**config.mk**
```make
export PLATFORM = sky130hd
export DESIGN_NAME = cod_decode_timing
export DESIGN_NICKNAME = d
export VERILOG_FILES = /design/src/logic/cod_pkg.sv /design/src/logic/cod_decode_timing.sv /design/src/logic/cod_rmw_alu.sv
export SDC_FILE = /design/constraint.sdc
export NUM_CORES = 1
export LEC_CHECK = 0
export ABC_AREA = 1
export BUFFER_PORTS_ARGS = -buffer_cell sky130_fd_sc_hd__buf_2
export CAP_MARGIN = 25
export CORE_MARGIN = 4
export CORE_UTILIZATION = 40
export CTS_CLUSTER_DIAMETER = 60
export CTS_CLUSTER_SIZE = 30
export DETAILED_ROUTE_END_ITERATION = 6
export GPL_TIMING_DRIVEN = 0
export PLACE_DENSITY = 0.59
export SYNTH_ARGS = -nofsm -noshare
export SYNTH_HDL_FRONTEND = slang
export SYNTH_SLANG_ARGS = --single-unit
```
**constraint.sdc**
```tcl
create_clock -name clock -period 5.96 [get_ports clock]
set_input_delay 0 -clock clock [delete_from_list [all_inputs] [get_ports clock]]
set_output_delay 0 -clock clock [all_outputs]
set_load 0.1 [all_outputs]
```
**src/logic/cod_pkg.sv**
```systemverilog
/*
  Shared constants and types for the opcode decode and timing block:
  opcode fields, cycle counts, instruction lengths, flag positions,
  register offsets and reset values.
  Assumes a single 250 MHz clock and a synchronous active-high reset.
*/
package cod_pkg;

  // ---------------------------------------------------------------
  // opcode fields
  // ---------------------------------------------------------------
  localparam logic [3:0] HI_BTB      = 4'h0;  // bit test and branch
  localparam logic [3:0] HI_REL      = 4'h2;  // relative branches
  localparam logic [3:0] HI_DIR      = 4'h3;  // rmw direct
  localparam logic [3:0] HI_ACC      = 4'h4;  // rmw accumulator
  localparam logic [3:0] HI_IDX      = 4'h5;  // rmw index register
  localparam logic [3:0] HI_IX1      = 4'h6;  // rmw indexed, 8-bit offset
  localparam logic [3:0] HI_IX       = 4'h7;  // rmw indexed, no offset

  localparam logic [3:0] FN_NEG      = 4'h0;
  localparam logic [3:0] FN_COM      = 4'h3;
  localparam logic [3:0] FN_LSR      = 4'h4;
  localparam logic [3:0] FN_ROR      = 4'h6;
  localparam logic [3:0] FN_ASR      = 4'h7;
  localparam logic [3:0] FN_LSL      = 4'h8;
  localparam logic [3:0] FN_ROL      = 4'h9;
  localparam logic [3:0] FN_DEC      = 4'ha;
  localparam logic [3:0] FN_INC      = 4'hc;
  localparam logic [3:0] FN_TST      = 4'hd;
  localparam logic [3:0] FN_CLR      = 4'hf;

  localparam logic [7:0] OP_MUL      = 8'h42;
  localparam logic [7:0] OP_CLC      = 8'h98;
  localparam logic [7:0] OP_SEC      = 8'h99;
  localparam logic [7:0] OP_CLI      = 8'h9a;
  localparam logic [7:0] OP_SEI      = 8'h9b;

  // ---------------------------------------------------------------
  // cycle counts and lengths
  // ---------------------------------------------------------------
  localparam logic [3:0] CYC_REL     = 4'h3;
  localparam logic [3:0] CYC_BTB     = 4'h5;
  localparam logic [3:0] CYC_RMW_REG = 4'h3;
  localparam logic [3:0] CYC_RMW_DIR = 4'h5;
  localparam logic [3:0] CYC_RMW_IX  = 4'h5;
  localparam logic [3:0] CYC_RMW_IX1 = 4'h6;
  localparam logic [3:0] CYC_TST_DIR = 4'h4;
  localparam logic [3:0] CYC_TST_IX  = 4'h4;
  localparam logic [3:0] CYC_TST_IX1 = 4'h5;
  localparam logic [3:0] CYC_MUL     = 4'hb;
  localparam logic [3:0] CYC_CTRL    = 4'h2;
  localparam logic [3:0] CYC_BAD     = 4'h2;

  localparam logic [1:0] LEN_1       = 2'h1;
  localparam logic [1:0] LEN_2       = 2'h2;
  localparam logic [1:0] LEN_3       = 2'h3;

  // ---------------------------------------------------------------
  // condition code bits, status bits, registers
  // ---------------------------------------------------------------
  localparam int CCR_C = 0;
  localparam int CCR_Z = 1;
  localparam int CCR_N = 2;
  localparam int CCR_I = 3;
  localparam int CCR_H = 4;

  localparam int STAT_BUSY  = 0;
  localparam int STAT_TAKEN = 1;
  localparam int STAT_BAD   = 2;

  localparam logic [3:0] REG_ACC  = 4'h0;
  localparam logic [3:0] REG_IDX  = 4'h1;
  localparam logic [3:0] REG_CCR  = 4'h2;
  localparam logic [3:0] REG_STAT = 4'h3;
  localparam logic [3:0] REG_PCL  = 4'h4;
  localparam logic [3:0] REG_PCH  = 4'h5;

  localparam logic [7:0]  ACC_RST = 8'h00;
  localparam logic [7:0]  IDX_RST = 8'h00;
  localparam logic [4:0]  CCR_RST = 5'h08;  // mask set out of reset
  localparam logic [15:0] PC_RST  = 16'h0000;

  // ---------------------------------------------------------------
  // types
  // ---------------------------------------------------------------
  typedef enum logic [1:0] {
    ST_IDLE = 2'b01,
    ST_EXEC = 2'b10
  } cod_state_type;

  typedef struct packed {
    cod_state_type state;
    logic [3:0]    cnt;
    logic [7:0]    acc;
    logic [7:0]    idx;
    logic [4:0]    ccr;
    logic          busy;
    logic          done;
    logic          taken;
    logic          illegal;
    logic          wePend;
    logic          memWe;
    logic [7:0]    memWdata;
    logic [15:0]   nextPc;
    logic [7:0]    rdData;
  } cod_regs_type;

endpackage

```
**src/logic/cod_decode_timing.sv**
```systemverilog
/*
  Opcode decode and cycle timing for branches, bit test and branch,
  read-modify-write, multiply and flag-control instructions. Holds
  the accumulator, index register and condition codes, reachable
  over a small register port.
  Assumes the core hands over the opcode, up to two following bytes,
  the opcode address and the memory operand already fetched.
*/
// The register offsets and the address-and-strobe port were left to the implementer.
// Notes on behaviour
// - 20-2F are 2-byte relative branches, 3 cycles; 20 always, 21 never
// - 22 unsigned higher, 23 lower-or-same, 24 carry clear, 25 carry set
// - 26 not equal, 27 equal, 28 half-carry clear, 29 half-carry set
// - 2A plus, 2B minus, 2C mask clear, 2D mask set
// - 2E branches on interrupt line low, 2F on line high
// - opcode 2n tests bit n set, 3 bytes, 5 cycles
// - opcode 01+2n tests bit n clear, 3 bytes, 5 cycles
// - high nibble picks operand and length/cycles for read-modify-write
// - low nibble picks the read-modify-write function
// - memory test takes one cycle fewer than the other rmw functions of the same memory form
// - 98-9B clear/set carry and mask, 1 byte, 2 cycles
// - multiply puts high byte in index, low in acc; clears H, C; 11 cycles
`timescale 1ns/1ps
module cod_decode_timing
(
  // clock and reset
  input  wire logic        clock,
  input  wire logic        sys_rst,
  // instruction request
  input  wire logic        start,
  input  wire logic [7:0]  opcode,
  input  wire logic [7:0]  operand1,
  input  wire logic [7:0]  operand2,
  input  wire logic [15:0] pcIn,
  input  wire logic [7:0]  memData,
  input  wire logic        irqLine,
  // instruction answer
  output logic             busy,
  output logic             done,
  output logic             taken,
  output logic             illegal,
  output logic [15:0]      nextPc,
  output logic             memWe,
  output logic [7:0]       memWdata,
  // register port
  input  wire logic [3:0]  regAddr,
  input  wire logic [7:0]  regWdata,
  input  wire logic        regWr,
  input  wire logic        regRd,
  output logic [7:0]       regRdata
);

  cod_pkg::cod_regs_type r_r;
  cod_pkg::cod_regs_type r_nxt;

  logic       take;
  logic [3:0] hiNib;
  logic [3:0] loNib;
  logic [7:0] rmwOperand;
  logic [7:0] aluResult;
  logic       aluCarry;
  logic       aluCarryUpd;
  logic       aluNeg;
  logic       aluZero;
  logic       aluWrites;
  logic       aluLegal;

  assign take  = start && (r_r.state == cod_pkg::ST_IDLE);
  assign hiNib = opcode[7:4];
  assign loNib = opcode[3:0];

  // ---------------------------------------------------------------
  // operand select and function unit
  // ---------------------------------------------------------------
  // operand by nibble
  always_comb
  begin
    case (hiNib)
      cod_pkg::HI_ACC: rmwOperand = r_r.acc;
      cod_pkg::HI_IDX: rmwOperand = r_r.idx;
      default:         rmwOperand = memData;
    endcase
  end

  cod_rmw_alu uAlu
  (
    .func     (loNib),
    .operand  (rmwOperand),
    .carryIn  (r_r.ccr[cod_pkg::CCR_C]),
    .result   (aluResult),
    .carryOut (aluCarry),
    .carryUpd (aluCarryUpd),
    .negOut   (aluNeg),
    .zeroOut  (aluZero),
    .writes   (aluWrites),
    .legal    (aluLegal)
  );

  // ---------------------------------------------------------------
  // next state
  // ---------------------------------------------------------------
  // everything is decided at take; done marks the last cycle
  always_comb
  begin
    logic        cond;
    logic [3:0]  cyc;
    logic [1:0]  len;
    logic [15:0] seqPc;
    logic [15:0] prod;
    logic        isTst;
    cond  = 1'b0;
    cyc   = cod_pkg::CYC_BAD;
    len   = cod_pkg::LEN_1;
    seqPc = 16'h0000;
    prod  = {8'h00, r_r.idx} * {8'h00, r_r.acc};
    isTst = (loNib == cod_pkg::FN_TST);
    r_nxt = r_r;
    r_nxt.done   = 1'b0;
    r_nxt.memWe  = 1'b0;
    r_nxt.rdData = 8'h00;

    // software writes; a take in the same cycle overrides below
    if (regWr)
    begin
      case (regAddr)
        cod_pkg::REG_ACC: r_nxt.acc = regWdata;
        cod_pkg::REG_IDX: r_nxt.idx = regWdata;
        cod_pkg::REG_CCR: r_nxt.ccr = regWdata[4:0];
        default:          r_nxt.ccr = r_r.ccr;
      endcase
    end

    // read data stand for the one cycle after the strobe
    if (regRd)
    begin
      case (regAddr)
        cod_pkg::REG_ACC:  r_nxt.rdData = r_r.acc;
        cod_pkg::REG_IDX:  r_nxt.rdData = r_r.idx;
        cod_pkg::REG_CCR:  r_nxt.rdData = {3'h0, r_r.ccr};
        cod_pkg::REG_STAT: r_nxt.rdData = {5'h00, r_r.illegal, r_r.taken,
                                           r_r.busy};
        cod_pkg::REG_PCL:  r_nxt.rdData = r_r.nextPc[7:0];
        cod_pkg::REG_PCH:  r_nxt.rdData = r_r.nextPc[15:8];
        default:           r_nxt.rdData = 8'h00;
      endcase
    end

    case (r_r.state)
      cod_pkg::ST_IDLE:
      begin
        if (take)
        begin
          r_nxt.illegal = 1'b0;
          r_nxt.taken   = 1'b0;
          r_nxt.wePend  = 1'b0;
          if (hiNib == cod_pkg::HI_REL)
          begin
            // pairs share a test, odd opcode inverts it
            case (opcode[3:1])
              3'h0: cond = 1'b1;
              // higher means neither carry nor zero
              3'h1: cond = ~(r_r.ccr[cod_pkg::CCR_C] |
                             r_r.ccr[cod_pkg::CCR_Z]);
              3'h2: cond = ~r_r.ccr[cod_pkg::CCR_C];
              3'h3: cond = ~r_r.ccr[cod_pkg::CCR_Z];
              3'h4: cond = ~r_r.ccr[cod_pkg::CCR_H];
              3'h5: cond = ~r_r.ccr[cod_pkg::CCR_N];
              3'h6: cond = ~r_r.ccr[cod_pkg::CCR_I];
              3'h7: cond = ~irqLine;
              default: cond = 1'b0;
            endcase
            r_nxt.taken = cond ^ opcode[0];
            cyc = cod_pkg::CYC_REL;
            len = cod_pkg::LEN_2;
          end
          else if (hiNib == cod_pkg::HI_BTB)
          begin
            // even opcode branches on set bit
            // odd opcode branches on clear bit
            r_nxt.taken = memData[opcode[3:1]] ^ opcode[0];
            r_nxt.ccr[cod_pkg::CCR_C] = memData[opcode[3:1]];
            cyc = cod_pkg::CYC_BTB;
            len = cod_pkg::LEN_3;
          end
          else if (opcode == cod_pkg::OP_MUL)
          begin
            // high byte to index, low byte to accumulator
            r_nxt.idx = prod[15:8];
            r_nxt.acc = prod[7:0];
            r_nxt.ccr[cod_pkg::CCR_H] = 1'b0;
            r_nxt.ccr[cod_pkg::CCR_C] = 1'b0;
            cyc = cod_pkg::CYC_MUL;
          end
          else if (hiNib >= cod_pkg::HI_DIR && hiNib <= cod_pkg::HI_IX &&
                   aluLegal)
          begin
            // length and cycles by addressing form
            // memory test is one cycle shorter
            case (hiNib)
              cod_pkg::HI_DIR:
              begin
                cyc = isTst ? cod_pkg::CYC_TST_DIR : cod_pkg::CYC_RMW_DIR;
                len = cod_pkg::LEN_2;
              end
              cod_pkg::HI_IX1:
              begin
                cyc = isTst ? cod_pkg::CYC_TST_IX1 : cod_pkg::CYC_RMW_IX1;
                len = cod_pkg::LEN_2;
              end
              cod_pkg::HI_IX:
                cyc = isTst ? cod_pkg::CYC_TST_IX : cod_pkg::CYC_RMW_IX;
              default:
                cyc = cod_pkg::CYC_RMW_REG;
            endcase
            // results go back where the operand came from
            if (aluWrites && hiNib == cod_pkg::HI_ACC)
              r_nxt.acc = aluResult;
            else if (aluWrites && hiNib == cod_pkg::HI_IDX)
              r_nxt.idx = aluResult;
            else
              r_nxt.wePend = aluWrites;
            r_nxt.memWdata = aluResult;
            r_nxt.ccr[cod_pkg::CCR_N] = aluNeg;
            r_nxt.ccr[cod_pkg::CCR_Z] = aluZero;
            if (aluCarryUpd)
              r_nxt.ccr[cod_pkg::CCR_C] = aluCarry;
          end
          else if (opcode[7:2] == cod_pkg::OP_CLC[7:2])
          begin
            // bit 1 picks mask or carry, bit 0 the value
            if (opcode[1])
              r_nxt.ccr[cod_pkg::CCR_I] = opcode[0];
            else
              r_nxt.ccr[cod_pkg::CCR_C] = opcode[0];
            cyc = cod_pkg::CYC_CTRL;
          end
          else
            r_nxt.illegal = 1'b1;

          seqPc = 16'(pcIn + {14'h0000, len});
          // signed offset from the following instruction
          // only relative (bit 5 set) and bit-test branches can be taken
          r_nxt.nextPc = seqPc;
          if (r_nxt.taken && opcode[5])
            r_nxt.nextPc = 16'(seqPc + {{8{operand1[7]}}, operand1});
          else if (r_nxt.taken)
            r_nxt.nextPc = 16'(seqPc + {{8{operand2[7]}}, operand2});
          r_nxt.cnt   = 4'(cyc - 4'h1);
          r_nxt.state = cod_pkg::ST_EXEC;
          r_nxt.busy  = 1'b1;
        end
      end
      cod_pkg::ST_EXEC:
      begin
        // count down so done lands exactly on the last cycle
        if (r_r.cnt == 4'h1)
        begin
          r_nxt.state = cod_pkg::ST_IDLE;
          r_nxt.busy  = 1'b0;
          r_nxt.done  = 1'b1;
          r_nxt.memWe = r_r.wePend;
        end
        else
          r_nxt.cnt = 4'(r_r.cnt - 4'h1);
      end
      default:
      begin
        r_nxt.state = cod_pkg::ST_IDLE;
        r_nxt.busy  = 1'b0;
      end
    endcase
  end

  // ---------------------------------------------------------------
  // state register
  // ---------------------------------------------------------------
  always_ff @(posedge clock)
  begin
    if (sys_rst)
    begin
      r_r          <= '0;
      r_r.state    <= cod_pkg::ST_IDLE;
      r_r.acc      <= cod_pkg::ACC_RST;
      r_r.idx      <= cod_pkg::IDX_RST;
      r_r.ccr      <= cod_pkg::CCR_RST;
      r_r.nextPc   <= cod_pkg::PC_RST;
    end
    else
      r_r <= r_nxt;
  end

  // outputs straight from the state register
  assign busy     = r_r.busy;
  assign done     = r_r.done;
  assign taken    = r_r.taken;
  assign illegal  = r_r.illegal;
  assign nextPc   = r_r.nextPc;
  assign memWe    = r_r.memWe;
  assign memWdata = r_r.memWdata;
  assign regRdata = r_r.rdData;
endmodule

```
**src/logic/cod_rmw_alu.sv**
```systemverilog
/*
  Read-modify-write function unit: works one operand byte by the low
  opcode nibble and returns the result with its flag effects.
  Purely combinational; the caller registers everything it keeps.
*/
`timescale 1ns/1ps
module cod_rmw_alu
(
  // request
  input  wire logic [3:0] func,
  input  wire logic [7:0] operand,
  input  wire logic       carryIn,
  // answer
  output logic [7:0]      result,
  output logic            carryOut,
  output logic            carryUpd,
  output logic            negOut,
  output logic            zeroOut,
  output logic            writes,
  output logic            legal
);

  // ---------------------------------------------------------------
  // function select
  // ---------------------------------------------------------------
  // unlisted nibbles are reported as not legal and write nothing
  always_comb
  begin
    result   = operand;
    carryOut = carryIn;
    carryUpd = 1'b1;
    writes   = 1'b1;
    legal    = 1'b1;
    case (func)
      cod_pkg::FN_NEG:
      begin
        result   = 8'(8'h00 - operand);
        carryOut = (operand != 8'h00);
      end
      cod_pkg::FN_COM:
      begin
        result   = ~operand;
        carryOut = 1'b1;
      end
      cod_pkg::FN_LSR:
      begin
        result   = {1'b0, operand[7:1]};
        carryOut = operand[0];
      end
      cod_pkg::FN_ROR:
      begin
        result   = {carryIn, operand[7:1]};
        carryOut = operand[0];
      end
      cod_pkg::FN_ASR:
      begin
        result   = {operand[7], operand[7:1]};
        carryOut = operand[0];
      end
      cod_pkg::FN_LSL:
      begin
        result   = {operand[6:0], 1'b0};
        carryOut = operand[7];
      end
      cod_pkg::FN_ROL:
      begin
        result   = {operand[6:0], carryIn};
        carryOut = operand[7];
      end
      cod_pkg::FN_DEC:
      begin
        result   = 8'(operand - 8'h01);
        carryUpd = 1'b0;
      end
      cod_pkg::FN_INC:
      begin
        result   = 8'(operand + 8'h01);
        carryUpd = 1'b0;
      end
      cod_pkg::FN_TST:
      begin
        carryUpd = 1'b0;
        writes   = 1'b0;  // test only looks, never stores
      end
      cod_pkg::FN_CLR:
      begin
        result   = 8'h00;
        carryUpd = 1'b0;
      end
      default:
      begin
        carryUpd = 1'b0;
        writes   = 1'b0;
        legal    = 1'b0;
      end
    endcase
    negOut  = result[7];
    zeroOut = (result == 8'h00);
  end

endmodule

```
==> run_results.csv, run 1 <==
group,metric,value,unit
placed_design,dpl_cell_area,10300,sq um
placed_design,io_buffers,100,
run,max-cap-violations,0,
worst_setup_path,worstPathRequired,6.23,ns
timing,drv_slew,0,
die,start_util,41.0,%
worst_setup_path,slowest_stage,"dlygate4sd3_1",
synthesis,ys_seq_area_share,13.7,%
timing,rsz0062_at_grt,"false",
die,num_io_pins,103,
worst_setup_path,r2r-start,"r_r[57]",
pwr,p_sw_share,42.5,%
worst_setup_path,cp_slowest_stage_delay,0.54,ns
hold_path,hold_depth,3,
worst_setup_path,crit_fanout,9,
die,coreArea,22800,sq um
hold_path,min_path_type,"input pin to flop",
die,die_w,161,um
timing,period_minus_slack,5.26,ns
global_routing,grt_antenna_before_repair,2,
clock_tree,tritoncts,"built",
timing,setup_ws,0.698,ns
routing,wire_per_inst,16.6,um
synthesis,synth_async_sr_flop_share,0,%
placed_design,dp_slack,0.807,ns
synthesis,synthCells,1496,
timing,finalHoldViolCount,0,
routing,remaining_drc_errors,0,
synthesis,ys_types,51,
pwr,powerDensity,184,nW/um^2
worst_setup_path,crit_buf_inv,8,
synthesis,syn_nets,1684,
clock_tree,clock-sinks,64,
timing,worst_pin_slew,0.809,ns
timing,clock_skew,0.0117,ns
clock_tree,cts_htree_levels,3,
worst_setup_path,r2r_cells,21,
hold_path,hold_end,"r_r[42]",
synthesis,yosys.area.top_type,"nand2_1",
synthesis,netlist_area,9370,sq um
synthesis,synth_area_leaders,"nand2_1, dfxtp_1, ha_1",
worst_setup_path,criticalPathCategory,"input pin to flop",
global_routing,grt_pass1_wl,50200,um
worst_setup_path,cp-start-kind,"input pin",
pwr,p_int,0.00113,W
placed_design,place_hpwl,25900,um
global_routing,grt_pass1_vias,9399,
pwr,combPwrFrac,43.2,%
layout,layout_commonest_cell,"nand2_1",
timing,setup_viol,0,
layout,fin_nets,1796,
timing,period_share,88.3,%
timing,relSlewSlack,46.0,%
die,floorplan.die_area,25900,sq um
die,rows,55,
routing,drt-total-wl,31900,um
timing,setup_tns,0,ns
clock_tree,clk_path_buf_depth,2,
pwr,total_power,0.00196,W
routing,ant_nets,0,
layout,final_cell_mix,"nand2_1, inv_1, buf_2, a21oi_1, nor2_1",
hold_path,hold_path_startpoint,"regWdata[4]",
global_routing,grt_max_degree,13,
clock_tree,numCtsBuffers,9,
global_routing,grt_usage,24.2,%
layout,fillers,2490,
routing,vias,9959,
global_routing,grt-ovfl-total,0,
synthesis,ys_ff_latch,64,
layout,final_area,10600,sq um
routing,drtIter0Drc,916,
layout,area_delta_synth_final,13.3,%
timing,clock.fmax,190,MHz
worst_setup_path,critPathTopFamily,"simple AND/OR/NAND/NOR gates",
routing,via_per_inst,5.17,
pwr,leakagePower,5.82,nW
worst_setup_path,end_kind,"flop",
clock_tree,path_clk_slew,0.06,ns
pwr,switchingPower,0.000832,W
pwr,peakVddDrop,0.000164,V
clock_tree,cts-resized-gates,0,
pwr,seqPwrFrac,24.5,%
placed_design,gp_congestion,0.948,
synthesis,netlist.area_leader.share,14.4,%
worst_setup_path,reg2reg_to,"r_r[48]",
synthesis,synth-edff-count,0,
worst_setup_path,worstPathArrival,5.53,ns
clock_tree,clock_latency,0.35,ns
status,status,"complete, no violations",
clock_tree,cts_setup_buffers,0,
clock_tree,cts_root_buf,"clkbuf_16",
die,fp.dieH,161,um
synthesis,ys_warn_count,0,
synthesis,synthFlopType,"dfxtp_1",
worst_setup_path,cpMostUsedCell,"nand2_1",
synthesis,syn_area_per_cell,6.27,sq um
routing,dr.pass1.iters,5,
clock_tree,hold_buffers,1,
worst_setup_path,reg2reg_setup_slack,0.77,ns
layout,drive_gt1_share,14.6,%
layout,post-route-util,46.5,%
layout,diodes,0,
pwr,p_clk_share,32.3,%
-- power groups by stage --
stage                     clock network, W  logic [W]  registers, W
after floorplan                          0   0.000606      0.000492
after global placement                   0   0.000832      0.000489
after detailed placement                 0   0.000833      0.000488
after CTS                         0.000636   0.000838      0.000479
after global routing              0.000657   0.000934      0.000483
final                             0.000632   0.000847      0.000480
-- layer usage --
| metal | track usage (%) | routed length [um] | up-vias |
|---|---|---|---|
| met5 | 0 | 21 | - |
| met4 | 5.74 | 642 | 4 |
| met3 | 4.80 | 2300 | 53 |
| met2 | 37.9 | 14200 | 355 |
| met1 | 34.3 | 14800 | 4551 |
| li1 | - | - | 4996 |
-- Yosys cell counts, types with 2 or more instances --
master / number
a211oi_1: 3
inv_2: 13
o21bai_1: 5
o211ai_1: 6
a41oi_1: 4
xor2_1: 21
nand2_4: 6
dfxtp_1: 64
o22ai_1: 10
o221ai_1: 2
nand4_1: 14
buf_4: 37
a31oi_1: 6
nor2_4: 6
mux2i_1: 3
xnor2_1: 13
nor2_1: 99
ha_1: 82
nand2_1: 360
buf_6: 3
nand3_2: 13
a21boi_0: 7
a21oi_1: 107
o21ai_1: 9
o2111ai_1: 4
nor2_2: 11
fa_1: 40
nand3b_1: 8
inv_1: 255
buf_2: 10
a221oi_1: 5
or2_2: 8
o21a_1: 3
o21ai_0: 98
nor3_1: 15
clkbuf_1: 23
nand3_1: 96
nor4_1: 2
a21o_1: 4
nand2_2: 10
-- worst register-to-register path: stages (launching register included) --
cell	delay (ns)
dfxtp_1	0.40
clkbuf_1	0.64
nand2_1	0.17
fa_1	0.52
fa_1	0.54
inv_1	0.06
fa_1	0.54
inv_1	0.06
fa_1	0.53
inv_1	0.04
ha_1	0.33
nand2_1	0.08
inv_1	0.06
a21boi_0	0.11
o21ai_0	0.31
inv_1	0.08
o21bai_1	0.17
a21oi_1	0.08
o21ai_0	0.10
nand2_1	0.09
nor2_1	0.13
nor2_1	0.05
-- cell type report --
type / count / area, sq um / share of cell area (%)
well taps: 313 / 392 / 3.69
clock inverters: 6 / 115 / 1.08
plain buffers: 73 / 448 / 4.22
clock buffers: 10 / 229 / 2.16
inverters: 270 / 1020 / 9.59
flip-flops and latches: 64 / 1280 / 12.1
repair buffers: 101 / 510 / 4.81
multi-input cells: 1089 / 6630 / 62.4
-- flip-flops by register name (all words and copies together) (netlist names) --
name and cells:
r_r 28, nextPc 16, memWdata 8, regRdata 8
done 1, illegal 1, memWe 1, taken 1
-- stage by stage --
step | hold WS (ns) | cells
finish | 0.0486 | 1926
global route | 0.0455 | 1926
CTS | 0.0296 | 1926
detailed placement | 0.316 | 1909
global placement | 0.314 | 1909
floorplan | 0.195 | 1496
-- worst max-delay path by stage --
stage | from | endpoint | slack, ns | cells after the start
final | opcode[0] | nextPc[15] | 0.70 | 37
after global routing | opcode[0] | nextPc[15] | 0.05 | 38
after CTS | opcode[0] | nextPc[15] | 0.70 | 37
after detailed placement | opcode[1] | nextPc[15] | 0.81 | 38
after global placement | opcode[3] | nextPc[15] | 0.82 | 38
after floorplan | r_r[58] | r_r[47] | 1.62 | 22
-- cells by family after synthesis --
family,count (synthesis),share of synthesized area (%)
buffers and inverters,343,15.6
adders and majority gates,122,19.5
xor gates and xnor gates,34,3.18
DFF,64,13.7
AOI/OAI and AO/OA,279,16.7
and+or+nand+nor,651,31.0
muxes,3,0.320
Power figures use the tool's default switching activity.
==> run 2: changes to the inputs <==
--- a/config.mk
+++ b/config.mk
@@ -15,6 +15,7 @@
 export DETAILED_ROUTE_END_ITERATION = 6
 export GPL_TIMING_DRIVEN = 0
 export PLACE_DENSITY = 0.59
+export REMOVE_ABC_BUFFERS = 1
 export SYNTH_ARGS = -nofsm -noshare
 export SYNTH_HDL_FRONTEND = slang
 export SYNTH_SLANG_ARGS = --single-unit
==> run_results.csv, run 2 (synthesized netlist as in run 1, its figures left out) <==
group,metric,value,unit
status,status,"complete, no violations",
worst_setup_path,reg2reg_to,"r_r[47]",
timing,clock.fmax,205,MHz
clock_tree,hold_buffers,0,
global_routing,grt_usage,22.7,%
hold_path,hold_path_startpoint,"opcode[0]",
pwr,leakagePower,5.57,nW
placed_design,gp_congestion,0.957,
global_routing,grt_pass1_wl,47400,um
worst_setup_path,end_kind,"flop",
layout,largest_reg_flops,28,
die,coreArea,22800,sq um
die,rows,55,
timing,setup_tns,0,ns
pwr,total_power,0.00192,W
die,fp.dieH,161,um
global_routing,grt_max_degree,27,
layout,fin_nets,1726,
hold_path,hold_depth,3,
timing,drv_slew,0,
layout,reg.largest.list,"r_r x28, nextPc x16",
timing,relSlewSlack,34.6,%
timing,finalHoldViolCount,0,
timing,period_minus_slack,4.87,ns
timing,period_share,81.6,%
routing,via_per_inst,5.22,
hold_path,hold_end,"r_r[41]",
global_routing,grt_pass1_vias,9156,
layout,fillers,2480,
clock_tree,clk_path_buf_depth,2,
layout,drive_gt1_share,12.3,%
worst_setup_path,worstPathRequired,6.21,ns
placed_design,dpl_cell_area,9880,sq um
placed_design,io_buffers,102,
layout,register_area,1280,sq um
clock_tree,cts_htree_levels,3,
global_routing,grt-ovfl-total,0,
timing,hold_slack,0.0296,ns
clock_tree,path_clk_slew,0.06,ns
die,num_io_pins,103,
clock_tree,numCtsBuffers,9,
clock_tree,cts_setup_buffers,0,
die,die_w,161,um
routing,remaining_drc_errors,0,
routing,drtIter0Drc,774,
run,max-cap-violations,0,
clock_tree,clock-sinks,64,
timing,clock_skew,0.0114,ns
routing,ant_nets,0,
die,floorplan.die_area,25900,sq um
worst_setup_path,crit_fanout,11,
placed_design,place_hpwl,23800,um
worst_setup_path,criticalPathCategory,"flop to flop",
clock_tree,cts_root_buf,"clkbuf_16",
routing,drt-total-wl,29600,um
clock_tree,cts-resized-gates,0,
timing,setup_viol,0,
worst_setup_path,r2r-start,"r_r[57]",
worst_setup_path,reg2reg_setup_slack,1.09,ns
routing,dr.pass1.iters,5,
pwr,peakVddDrop,0.000126,V
die,start_util,41.0,%
pwr,powerDensity,188,nW/um^2
layout,final_area,10200,sq um
layout,multiInputGateArea,6630,sq um
routing,wire_per_inst,16.0,um
layout,area_delta_synth_final,9.24,%
timing,worst_pin_slew,0.977,ns
worst_setup_path,worstPathArrival,5.11,ns
worst_setup_path,r2r_cells,21,
global_routing,grt_antenna_before_repair,1,
layout,final_cell_mix,"nand2_1, inv_1, a21oi_1, buf_2, nor2_1",
routing,vias,9688,
clock_tree,tritoncts,"built",
layout,layout_commonest_cell,"nand2_1",
worst_setup_path,cp-start-kind,"flop",
timing,rsz0062_at_grt,"false",
clock_tree,clock_latency,0.35,ns
hold_path,min_path_type,"input pin to flop",
layout,regMostFlops,"r_r",
==> run 2: cell types whose count changed in the layout (fill, tap and decap cells not counted), sizes merged <==
cell         before  now
inv             271  270
buf             150  104
clkbuf           33   10
diode             0    1
dlygate4sd3       1    0
clkinv            1    2
==> run 2: cell type report <==
cell class	instances	area share, %
repair buffers	104	5.52
clock buffers	10	2.33
inverters	270	9.95
multi-input cells	1089	64.7
flip-flops and latches	64	12.5
well taps	313	3.82
diodes	1	0.0244
clock inverters	6	1.12
==> run 2: stage by stage <==
stage                     util (%)  worst slack, ns  std cells
final                         44.8             1.09       1857
after global routing          44.8            0.614       1856
after CTS                     44.8             1.10       1856
after detailed placement      43.3            0.841       1840
after global placement        43.0            0.849       1838
after floorplan                  -             1.71       1423
==> run 2: worst max-delay path by stage <==
stage | cells past startpoint | to | slack (ns) | from
after detailed placement | 36 | nextPc[15] | 0.84 | opcode[1]
after global placement | 36 | nextPc[13] | 0.85 | opcode[1]
final | 21 | r_r[47] | 1.09 | r_r[57]
after CTS | 21 | r_r[47] | 1.10 | r_r[57]
after global routing | 35 | nextPc[14] | 0.61 | opcode[1]
after floorplan | 21 | r_r[47] | 1.71 | r_r[45]
==> run 2: where the power goes <==
group	total, W	switching [W]	internal (W)
registers	0.000516	0.0000570	0.000459
clock network	0.000641	0.000219	0.000422
logic	0.000765	0.000530	0.000235
total	0.00192	0.000806	0.00112
==> run 2: routing by layer <==
layer	vias to the layer above	track usage, %	wire length [um]	share of wire (%)
li1	4876	-	-	-
met3	47	3.44	1980	6.7
met4	2	6.59	617	2.1
met5	-	0	8	0.027
met1	4455	31.8	13800	47
met2	308	36.2	13200	45
==> run 2: worst max-delay path, cell delays in order (launching register included) <==
cell	delay [ns]
dfxtp_1	0.70
nand2_1	0.15
fa_1	0.52
fa_1	0.54
inv_1	0.05
fa_1	0.53
inv_1	0.06
fa_1	0.54
inv_1	0.05
ha_1	0.32
inv_1	0.07
o21ai_0	0.18
a21boi_0	0.15
nand2_1	0.12
nand2_1	0.05
nand2_1	0.06
a21oi_1	0.08
or2_2	0.28
nand3_1	0.09
nand3_1	0.08
nand2_1	0.10
inv_1	0.04
==> run 3: changes to the inputs <==
==> constraint.sdc (replaced) <==
create_clock -name clock -period 5 [get_ports clock]
set_input_delay 0 -clock clock [delete_from_list [all_inputs] [get_ports clock]]
set_output_delay 0 -clock clock [all_outputs]
set_load 0.1 [all_outputs]
==> run_results.csv, run 3 (synthesized netlist as in run 1, its figures left out) <==
group,metric,value,unit
timing,relSlewSlack,33.8,%
layout,fillers,2488,
global_routing,grt-ovfl-total,0,
timing,setup_ws,0.390,ns
timing,finalHoldViolCount,0,
layout,multiInputGateArea,6650,sq um
die,die_w,161,um
pwr,leakagePower,5.58,nW
layout,largest_reg_flops,28,
pwr,total_power,0.00230,W
routing,drt-total-wl,29700,um
routing,via_per_inst,5.21,
die,start_util,41.0,%
pwr,peakVddDrop,0.000150,V
routing,ant_nets,0,
die,floorplan.die_area,25900,sq um
worst_setup_path,critPathTopFamily,"adder cells",
timing,setup_viol,0,
global_routing,grt_pass1_wl,47400,um
routing,remaining_drc_errors,0,
worst_setup_path,cp-start-kind,"flop",
worst_setup_path,slowest_stage,"fa_1",
die,rows,55,
worst_setup_path,crit_fanout,9,
placed_design,io_buffers,102,
worst_setup_path,end_kind,"flop",
layout,regMostFlops,"r_r",
layout,reg.largest.list,"r_r x28, nextPc x16",
timing,clock_skew,0.0104,ns
status,status,"complete, no violations",
clock_tree,path_clk_slew,0.06,ns
global_routing,grt_antenna_before_repair,1,
timing,hold_slack,0.0306,ns
timing,period_minus_slack,4.61,ns
clock_tree,cts_htree_levels,3,
routing,wire_per_inst,16.0,um
routing,dr.pass1.iters,5,
global_routing,grt_usage,22.7,%
routing,drtIter0Drc,738,
layout,final_cell_mix,"nand2_1, inv_1, a21oi_1, buf_2, nor2_1",
placed_design,place_hpwl,23800,um
placed_design,gp_congestion,0.957,
die,coreArea,22800,sq um
clock_tree,tritoncts,"built",
worst_setup_path,worstPathArrival,4.86,ns
timing,clock.fmax,217,MHz
clock_tree,clock-sinks,64,
pwr,powerDensity,223,nW/um^2
timing,drv_slew,0,
layout,register_area,1300,sq um
clock_tree,clk_path_buf_depth,2,
clock_tree,numCtsBuffers,9,
placed_design,dp_slack,-0.119,ns
worst_setup_path,worstPathRequired,5.25,ns
worst_setup_path,crit_buf_inv,5,
routing,vias,9684,
worst_setup_path,cp_slowest_stage_delay,0.54,ns
layout,fin_nets,1726,
run,max-cap-violations,0,
layout,layout_commonest_cell,"nand2_1",
clock_tree,clock_latency,0.35,ns
global_routing,grt_max_degree,27,
global_routing,grt_pass1_vias,9156,
die,fp.dieH,161,um
worst_setup_path,cp_cell_sequence,"nand2_1 -> fa_1 -> fa_1 -> inv_1 -> fa_1 -> inv_1 -> fa_1 -> inv_1 -> ha_1 -> inv_1 -> o21ai_0 -> a21boi_0 -> nand2_1 -> nand2_1 -> nand2_1 -> a21oi_1 -> or2_2 -> nand3_1 -> nand3_1 -> nand2_1 -> inv_1",
layout,drive_gt1_share,13.4,%
clock_tree,cts_root_buf,"clkbuf_16",
layout,post-route-util,45.0,%
die,num_io_pins,103,
worst_setup_path,criticalPathCategory,"flop to flop",
hold_path,min_path_type,"input pin to flop",
timing,worst_pin_slew,0.989,ns
layout,area_delta_synth_final,9.66,%
timing,period_share,92.2,%
==> run 3: area by class of cell <==
cell class                      count  share of cell area, %
Tap cell                          313                   3.81
Antenna cell                        1                 0.0243
Inverter                          270                   9.91
Clock inverter                      6                   1.12
Multi-Input combinational cell   1089                   64.7
Timing Repair Buffer              104                   5.50
Sequential cell                    64                   12.6
Clock buffer                       10                   2.33
==> run 3: what timing repair did <==
action,CTS,global route
setup endpoints to repair,0,7
buffers inserted,0,0
hold buffers,0,0
resized for setup,0,20
==> run 3: metrics by stage <==
step	cell area, sq um	instances	setup TNS, ns
after detailed placement	9880	1840	-0.306
final	10300	1857	0
after global placement	9830	1838	-0.283
after CTS	10200	1856	0
after global routing	10300	1856	-0.0218
after floorplan	8920	1423	0
==> run 3: final timing paths <==
path / from / to / slack [ns] / depth (start not counted)
setup reg to reg: r_r[43] / r_r[47] / 0.39 / 21
setup / recovery: r_r[43] / r_r[47] / 0.39 / 21
hold reg to reg: memWdata[7] / memWdata[7] / 0.44 / 2
hold / removal: opcode[0] / r_r[41] / 0.03 / 3
==> run 3: tightest hold or removal path: stages <==
cell and delay (ns):
buf_2 0.16, nand4_1 0.11, nand3_1 0.06
==> run 3: per-layer routing <==
metal | part of all wire [%] | GRT usage [%]
met3 | 6.2 | 3.44
met1 | 47 | 31.8
met4 | 2.4 | 6.59
met2 | 44 | 36.2
met5 | 0.044 | 0
==> run 3: power by group <==
part	total (W)	leakage [nW]	switching, W	internal (W)
Clock	0.000764	0.169	0.000260	0.000503
Sequential	0.000617	0.530	0.0000682	0.000549
Combinational	0.000915	4.88	0.000634	0.000281
Total	0.00230	5.58	0.000963	0.00133
